### src/aib_cfg.svh
// Constants for the analog input bus slave and its controller
// Assumes a 10 MHz system clock shared by both ends of the backplane
`ifndef AIB_CFG_SVH
`define AIB_CFG_SVH

`define AIB_CLK_HZ 64'd10000000
`define AIB_MODCLK_HZ 64'd2457600
`define AIB_ACC_W 24
`define AIB_ACC_INC ((`AIB_MODCLK_HZ * (64'd1 << 24)) / `AIB_CLK_HZ)
`define AIB_CONV_TIME_NS 64'd40000
`define AIB_CONV_TICKS ((`AIB_CONV_TIME_NS * `AIB_MODCLK_HZ) / 64'd1000000000)
`define AIB_CNT_W 7

`define AIB_UNIT_TOP 3'h7
`define AIB_MODS 4
`define AIB_CHANS 8
`define AIB_VAL_W 12
`define AIB_CW_CH_LSB 0
`define AIB_CW_TRACK_BIT 5
`define AIB_RD_PEND_BIT 15
`define AIB_UNFITTED_WORD 16'h8000
`define AIB_JMP_RST 5'h00
`define AIB_UNIT_RST 5'h1F
`define AIB_RDATA_RST 16'h0000
`define AIB_IND_RST 4'hF

`define AIB_REG_BASE 8'h00
`define AIB_REG_CMD 8'h04
`define AIB_REG_STAT 8'h08
`define AIB_BASE_RST 5'h08
`define AIB_CMD_CH_LSB 0
`define AIB_CMD_TRACK_BIT 5
`define AIB_CMD_MOD_LSB 8
`define AIB_CMD_READ_BIT 12
`define AIB_ST_BUSY_BIT 16

`endif

### src/aib_pkg.sv
// Types shared by both ends of the analog input bus
// Assumes aib_cfg.svh holds the numeric constants
package aib_pkg;
    typedef logic [15:0] aib_word_t;
    typedef enum logic {AIB_H_IDLE, AIB_H_REQ} aib_hstate_t;
endpackage

### src/aib_if.sv
// Backplane link between the bus master and the analog input carrier
// Assumes both ends run on the same clock; data paths are split per direction
interface aib_if;
    logic [15:0] addr;
    logic [15:0] wdata;
    logic [15:0] rdata;
    logic wr;
    logic rd;
    logic rdy;
    modport dev (input addr, input wdata, input wr, input rd,
        output rdata, output rdy);
    modport host (output addr, output wdata, output wr, output rd,
        input rdata, input rdy);
endinterface

### src/aib_device.sv
// Carrier-side bus slave for up to four analog converter modules
// Assumes jumper pins are asynchronous and the master holds each strobe
// until it sees the one-cycle ready pulse
//
// Implementation choices: the register offsets and the APB interface to the registers.
`include "aib_cfg.svh"
module aib_device
    import aib_pkg::*;
(
    // Clock and reset
    input wire logic I_CLOCK,
    input wire logic I_RST_N,
    // Board straps
    input wire logic [4:0] I_UNIT_ADDRESS_JUMPERS,
    input wire logic [`AIB_MODS-1:0] I_FITTED,
    // Converter values, module 0 channel 0 lowest
    input wire logic [`AIB_MODS*`AIB_CHANS*`AIB_VAL_W-1:0] I_CHAN_VALS,
    // Per-module sample/hold indicators
    output logic [`AIB_MODS-1:0] O_TRACK_STATE_INDICATOR,
    // Backplane
    aib_if.dev bus
);
    localparam int MOD_VALS = `AIB_CHANS * `AIB_VAL_W;

    logic [4:0] jmp1_q;
    logic [4:0] jmp2_q;
    logic [4:0] jmp3_q;
    logic [4:0] unit_q;
    logic [`AIB_ACC_W-1:0] acc_q;
    logic [`AIB_ACC_W:0] acc_sum;
    logic tick_q;
    logic top_hit;
    logic jmp_hit;
    logic unit_hit;
    logic word_hit;
    logic [1:0] mod_sel;
    logic [`AIB_MODS-1:0] sel_oh;
    logic strobe;
    logic take_wr;
    logic take_rd;
    logic rdy_q;
    aib_word_t rdata_q;
    aib_word_t rd_word;
    aib_word_t results [`AIB_MODS];
    logic [`AIB_MODS-1:0] load;
    logic [`AIB_MODS-1:0] hold;

    // Jumper pins: three stages, a change counts once the last two agree
    always_ff @(posedge I_CLOCK)
    begin
        if (!I_RST_N)
        begin
            jmp1_q <= `AIB_JMP_RST;
            jmp2_q <= `AIB_JMP_RST;
            jmp3_q <= `AIB_JMP_RST;
        end
        else
        begin
            jmp1_q <= I_UNIT_ADDRESS_JUMPERS;
            jmp2_q <= jmp1_q;
            jmp3_q <= jmp2_q;
        end
    end

    // Fitted jumper pulls low, so the pin level is the address bit
    always_ff @(posedge I_CLOCK)
    begin
        if (!I_RST_N)
        begin
            unit_q <= `AIB_UNIT_RST;
        end
        else if (jmp2_q == jmp3_q)
        begin
            unit_q <= jmp3_q;
        end
    end

    // Phase accumulator gives the module clock rate as an enable pulse;
    // 10 MHz is no integer multiple, so ticks jitter by one system cycle
    assign acc_sum = {1'b0, acc_q} + (`AIB_ACC_W+1)'(`AIB_ACC_INC);

    always_ff @(posedge I_CLOCK)
    begin
        if (!I_RST_N)
        begin
            acc_q <= '0;
        end
        else
        begin
            acc_q <= acc_sum[`AIB_ACC_W-1:0];
        end
    end

    // The carry out of the accumulator is the module clock enable
    always_ff @(posedge I_CLOCK)
    begin
        if (!I_RST_N)
        begin
            tick_q <= 1'b0;
        end
        else
        begin
            tick_q <= acc_sum[`AIB_ACC_W];
        end
    end

    // Address decode: top bits fixed, jumpers, any even low byte in the block
    always_comb
    begin
        top_hit = (bus.addr[15:13] == `AIB_UNIT_TOP);
        jmp_hit = (bus.addr[12:8] == unit_q);
        unit_hit = top_hit && jmp_hit;
        mod_sel = bus.addr[2:1];
        word_hit = unit_hit && !bus.addr[0];
    end

    // One-hot socket select keeps each module load a single gate
    always_comb
    begin
        sel_oh = '0;
        sel_oh[mod_sel] = 1'b1;
    end

    // Writes to a missing module are acknowledged but change nothing;
    // a write wins when both strobes are up
    always_comb
    begin
        strobe = (bus.wr || bus.rd) && word_hit && !rdy_q;
        take_wr = strobe && bus.wr;
        take_rd = strobe && !bus.wr;
    end

    generate
        for (genvar m = 0; m < `AIB_MODS; m++)
        begin : g_mod
            assign load[m] = take_wr && sel_oh[m]
                && I_FITTED[m];

            aib_conv u_conv (
                .i_clk (I_CLOCK),
                .i_rst_n (I_RST_N),
                .i_tick (tick_q),
                .i_load (load[m]),
                .i_word (bus.wdata),
                .i_vals (I_CHAN_VALS[m*MOD_VALS +: MOD_VALS]),
                .o_result (results[m]),
                .o_hold (hold[m])
            );
        end
    endgenerate

    // Ready is a single pulse; the guard on rdy_q stops a held strobe
    // from being taken twice
    always_ff @(posedge I_CLOCK)
    begin
        if (!I_RST_N)
        begin
            rdy_q <= 1'b0;
        end
        else
        begin
            rdy_q <= take_wr || take_rd;
        end
    end

    // An empty socket reads as permanently pending
    always_comb
    begin
        if (I_FITTED[mod_sel])
        begin
            rd_word = results[mod_sel];
        end
        else
        begin
            rd_word = `AIB_UNFITTED_WORD;
        end
    end

    // Read data holds until the next read is taken
    always_ff @(posedge I_CLOCK)
    begin
        if (!I_RST_N)
        begin
            rdata_q <= `AIB_RDATA_RST;
        end
        else if (take_rd)
        begin
            rdata_q <= rd_word;
        end
    end

    // Indicator re-timed so the pin comes straight from a flip-flop;
    // it trails the hold state by one system cycle
    always_ff @(posedge I_CLOCK)
    begin
        if (!I_RST_N)
        begin
            O_TRACK_STATE_INDICATOR <= `AIB_IND_RST;
        end
        else
        begin
            O_TRACK_STATE_INDICATOR <= hold;
        end
    end

    assign bus.rdy = rdy_q;
    assign bus.rdata = rdata_q;
endmodule // aib_device

### src/aib_conv.sv
// One converter module: channel select, track state and conversion timer
// Assumes i_tick is the module clock enable and values are same-clock logic
`include "aib_cfg.svh"
module aib_conv
    import aib_pkg::*;
(
    // Clock and reset
    input wire logic i_clk,
    input wire logic i_rst_n,
    // Control
    input wire logic i_tick,
    input wire logic i_load,
    input wire aib_word_t i_word,
    // Converter inputs, channel 0 lowest
    input wire logic [`AIB_CHANS*`AIB_VAL_W-1:0] i_vals,
    // Results
    output aib_word_t o_result,
    output logic o_hold
);
    logic [2:0] ch_q;
    logic pend_q;
    logic [`AIB_VAL_W-1:0] val_q;
    logic [`AIB_CNT_W-1:0] cnt_q;
    logic hold_q;

    always_ff @(posedge i_clk)
    begin
        if (!i_rst_n)
        begin
            ch_q <= 3'h0;
            hold_q <= 1'b1;
        end
        else if (i_load)
        begin
            ch_q <= i_word[`AIB_CW_CH_LSB +: 3];
            hold_q <= ~i_word[`AIB_CW_TRACK_BIT];
        end
    end

    // Timer counts module clock ticks, so it rounds down to stay inside 40 us
    always_ff @(posedge i_clk)
    begin
        if (!i_rst_n)
        begin
            pend_q <= 1'b1;
            cnt_q <= '0;
            val_q <= '0;
        end
        else if (i_load)
        begin
            pend_q <= 1'b1;
            cnt_q <= '0;
        end
        else if (pend_q && i_tick)
        begin
            if (cnt_q == `AIB_CNT_W'(`AIB_CONV_TICKS - 1))
            begin
                pend_q <= 1'b0;
                val_q <= i_vals[ch_q*`AIB_VAL_W +: `AIB_VAL_W];
            end
            else
            begin
                cnt_q <= cnt_q + `AIB_CNT_W'(1);
            end
        end
    end

    assign o_result = {pend_q, 3'h0, val_q};
    assign o_hold = hold_q;
endmodule // aib_conv

### src/flat_wrapper.sv
// flat-port wrapper written by rule: the top's interface ports become plain ports
module aib_device_flat import aib_pkg::*;
  (I_CLOCK, I_RST_N, I_UNIT_ADDRESS_JUMPERS, I_FITTED, I_CHAN_VALS, O_TRACK_STATE_INDICATOR, bus_addr, bus_wdata, bus_wr, bus_rd, bus_rdata, bus_rdy);
  aib_if bus_i ();
  input wire logic I_CLOCK;
  input wire logic I_RST_N;
  input wire logic [4:0] I_UNIT_ADDRESS_JUMPERS;
  input wire logic [`AIB_MODS-1:0] I_FITTED;
  input wire logic [`AIB_MODS*`AIB_CHANS*`AIB_VAL_W-1:0] I_CHAN_VALS;
  output logic [`AIB_MODS-1:0] O_TRACK_STATE_INDICATOR;
  input wire logic [$bits(bus_i.addr)-1:0] bus_addr;
  input wire logic [$bits(bus_i.wdata)-1:0] bus_wdata;
  input wire logic [$bits(bus_i.wr)-1:0] bus_wr;
  input wire logic [$bits(bus_i.rd)-1:0] bus_rd;
  output wire logic [$bits(bus_i.rdata)-1:0] bus_rdata;
  output wire logic [$bits(bus_i.rdy)-1:0] bus_rdy;
  assign bus_i.addr = bus_addr;
  assign bus_i.wdata = bus_wdata;
  assign bus_i.wr = bus_wr;
  assign bus_i.rd = bus_rd;
  assign bus_rdata = bus_i.rdata;
  assign bus_rdy = bus_i.rdy;
  aib_device u_core (.I_CLOCK(I_CLOCK), .I_RST_N(I_RST_N), .I_UNIT_ADDRESS_JUMPERS(I_UNIT_ADDRESS_JUMPERS), .I_FITTED(I_FITTED), .I_CHAN_VALS(I_CHAN_VALS), .O_TRACK_STATE_INDICATOR(O_TRACK_STATE_INDICATOR), .bus(bus_i));
endmodule
### config.mk
export PLATFORM = sky130hd
export DESIGN_NAME = aib_device_flat
export DESIGN_NICKNAME = d
export VERILOG_FILES = /design/src/aib_pkg.sv /design/src/aib_if.sv /design/src/aib_device.sv /design/src/aib_conv.sv /design/src/flat_wrapper.sv
export VERILOG_INCLUDE_DIRS = /design/src
export SDC_FILE = /design/constraint.sdc
export NUM_CORES = 1
export LEC_CHECK = 0
export BUFFER_PORTS_ARGS = -buffer_cell sky130_fd_sc_hd__buf_2
export CAP_MARGIN = 10
export CORE_AREA = 2 2 177 179
export DETAILED_ROUTE_END_ITERATION = 16
export DIE_AREA = 0 0 179 181
export GPL_TIMING_DRIVEN = 0
export PLACE_DENSITY = 0.64
export SETUP_SLACK_MARGIN = 0.15
export SLEW_MARGIN = 20
export SYNTH_ARGS = -nofsm -noshare
export SYNTH_HDL_FRONTEND = slang
export SYNTH_HIERARCHICAL = 1
export SYNTH_SLANG_ARGS = --single-unit
### constraint.sdc
create_clock -name I_CLOCK -period 3.2 [get_ports I_CLOCK]
set_clock_uncertainty 0.05 [all_clocks]
set_input_delay 0.16 -clock I_CLOCK [delete_from_list [all_inputs] [get_ports I_CLOCK]]
set_output_delay 0.16 -clock I_CLOCK [all_outputs]
set_load 0.005 [all_outputs]
==> qor.csv <==
stage,metric,value,unit
status,run_status,"complete, no violations",
cells_and_area,synthToLayoutAreaGrowth,33.8,%
synth,yosys-top-cells-area,"dfxtp_1, mux4_1, mux4_2",
synth,ys_seq_elements,157,
worst_setup_path,max_stage_delay,350,ps
floorplan,fp-row-count,64,
floorplan,die_w,179,um
worst_setup_path,worstPathCellList,"xor2_1, nor3_1, nand4_1, nor4b_1, clkbuf_2, nand2b_1, clkbuf_1, nor3_1, buf_2, a22o_1",
placement,dpl-instance-area,12600,sq um
route,routedWlPerCell,21.0,um
synth,synth_edf_count,0,
cells_and_area,seqCellArea,3140,sq um
cells_and_area,final_cell_mix,"buf_2, dfxtp_1, mux4_1",
sta,setup_viol,0,
cells_and_area,drive_gt1_frac,0.458,
clocking,cts_setup_buffers,0,
floorplan,ios,450,
sta,fin_crit_sh,0.894,
synth,seq_area_frac_synth,0.318,
placement,dpl.hpwl,29700,um
synth,syn_area,9890,sq um
placement,io_buffers,432,
grt,grt_pass1_vias,8740,
clocking,worst_skew_pair.late_latency,430,ps
sta,setup_tns,0,ps
worst_setup_path,arrival,3130,ps
synth,synth_cell_types,53,
grt,grt_antenna_before_repair,9,
synth,muxShareOfSynthArea,0.353,
clocking,cts-root-buf,clkbuf_16,
clocking,tritoncts,built,
placement,place.gp.congestion,0.996,
worst_setup_path,end_kind,flip-flop,
grt,grt_max_degree,31,
cells_and_area,finalNonFillerCells,1716,
placement,place_ws,197,ps
synth,synth_adder_area_share,0.0114,
cells_and_area,final_common_cell,buf_2,
worst_setup_path,cp_slowest_cell,clkbuf_1,
route,route.detailed.drc,0,
synth,yosys_warnings,6,
sta,hold_ws,98.7,ps
synth,synthSimpleGateAreaFrac,0.124,
route,drt-total-wl,36100,um
pwr,ir_drop,0.344,mV
sta,setup_ws,340,ps
pwr,p_leak,5.46,nW
placement,dp.cells,1671,
sta,rsz0062_at_grt,no,
clocking,cts_max_level,4,
synth,avgSynthCellArea,11.8,sq um
sta,worst_slew_pin_slew,720,ps
worst_hold_path,hp-class,primary input to flip-flop,
route,drtIter0Drc,476,
worst_setup_path,critPathLaunchType,flip-flop,
cells_and_area,fin_area,13200,sq um
clocking,cts_num_sinks,157,
floorplan,start_util,0.326,
cells_and_area,fin_util,0.436,
floorplan,die_h,181,um
clocking,clockBufferDepth,2,
floorplan,design.core.area,30300,sq um
worst_setup_path,cpMostUsedCell,nor3_1,
clocking,path_clk_slew,70,ps
grt,grt_pass1_wl,51500,um
clocking,cts_inserted_buffers,17,
synth,synth_top_area_frac,0.318,
cells_and_area,fin_nets,1738,
sta,finalCriticalPeriod,2860,ps
worst_setup_path,path_max_fanout,10,
cells_and_area,fillers,2931,
synth,yosys.area_share.xor_xnor,0.0319,
synth,synth-compound-area-share,0.0986,
sta,slew_headroom,0.520,
worst_setup_path,critPathRequiredTime,3470,ps
route,drtAntennaViolNets,0,
worst_setup_path,worstSetupPathType,flip-flop to flip-flop,
sta,slew_viol_final,0,
grt,grtUsageTotal,0.216,
floorplan,dieArea,32400,sq um
route,vias,8939,
pwr,p_per_area,372,nW/um^2
sta,fmax,350,MHz
synth,synth_cells,835,
route,drt_pass1_iterations,5,
pwr,finalPower,4.92,mW
cells_and_area,multiInputGateArea,6160,sq um
route,drt-vias-per-instance,5.21,
sta,hold_viol,0,
flow_run,cap_violations,0,
synth,synth_top_family_by_area,multiplexers,
synth,synthArstFlopShare,0,
worst_setup_path,crit_buf_inv,3,
synth,synth-main-ff-cell,dfxtp_1,
synth,yosysTopAreaCell,dfxtp_1,
grt,grt_overflow,0,
worst_setup_path,critPathTopFamily,simple AND/OR/NAND/NOR gates,
## power by group
| part | leakage, nW | switching, mW | total, mW | internal, mW |
|---|---|---|---|---|
| sequential | 1.27 | 0.0766 | 2.11 | 2.04 |
| clock | 0.277 | 0.863 | 1.97 | 1.11 |
| combinational | 3.91 | 0.368 | 0.829 | 0.461 |
| total | 5.46 | 1.31 | 4.92 | 3.61 |
## repair_timing
item	4_1_cts	5_1_grt
endpoints found under the hold margin	7	0
hold buffers	6	0
endpoints found under the setup margin	0	40
gates resized for setup	0	10
## registers in the layout (all words and copies together) (netlist names)
name	count
u_core/g_mod.u_conv/val_q	48
u_core/jmp2_q	5
u_core/g_mod.u_conv/o_hold	4
u_core/g_mod.u_conv/ch_q	12
u_core/jmp3_q	5
u_core/unit_q	5
u_core/g_mod.u_conv/pend_q	4
u_core/jmp1_q	5
u_core/O_TRACK_STATE_INDICATOR	4
u_core/bus.rdata	16
u_core/bus.rdy	1
u_core/tick_q	1
u_core/g_mod.u_conv/cnt_q	28
u_core/acc_q	19
## cell families after synthesis
group / Yosys count
AOI/OAI and AO/OA: 140
xor gates and xnor gates: 36
adders and majority gates: 9
buffers and inverters: 94
DFF: 157
muxes: 172
other: 4
and+or+nand+nor: 223
## worst min-delay path, stage by stage
cell,delay (ps)
buf_2,170
mux2i_1,150
nor2b_1,50
## worst paths after layout
check	cells past startpoint	from	to	slack [ps]
worst max-delay path	10	u_core/unit_q[1]	u_core/g_mod[0].u_conv/val_q[6]	340
worst min-delay path	3	bus_wdata[2]	u_core/g_mod[0].u_conv/ch_q[2]	100
worst max register to register	10	u_core/unit_q[1]	u_core/g_mod[0].u_conv/val_q[6]	340
worst min register to register	1	u_core/jmp1_q[3]	u_core/jmp2_q[3]	380
## final cells by class
| type | count | share of cell area |
|---|---|---|
| multi-input cells | 592 | 0.466 |
| diodes | 7 | 0.00132 |
| well taps | 396 | 0.0374 |
| flip-flops and latches | 157 | 0.238 |
| plain buffers | 79 | 0.0427 |
| inverters | 15 | 0.00425 |
| clock buffers | 20 | 0.0338 |
| clock inverters | 12 | 0.00946 |
| repair buffers | 438 | 0.168 |
## layer usage
metal / GRT usage / part of all wire / wire (um) / vias up
met5: 0 / 0.00064 / 23 / -
met4: 0.0670 / 0.024 / 856 / 4
met3: 0.0606 / 0.080 / 2880 / 46
met2: 0.349 / 0.48 / 17200 / 399
met1: 0.280 / 0.42 / 15100 / 4268
li1: - / - / - / 4222
## synth_stat cells, types with 12 or more instances
library cell / number
buf_4: 20
nand2b_1: 17
a21oi_1: 24
mux4_1: 80
dfxtp_1: 157
mux2i_1: 15
nor2b_1: 12
buf_2: 15
inv_1: 15
nor3_1: 21
clkbuf_1: 30
mux2_2: 44
nand4_1: 20
mux4_2: 33
o21ai_0: 32
or3_1: 13
xor2_1: 16
and2_1: 18
xnor2_1: 20
a22o_1: 48
nand3_1: 25
nor2_1: 41
nand2_1: 35
Note: power is estimated with default switching activity, not from simulation.
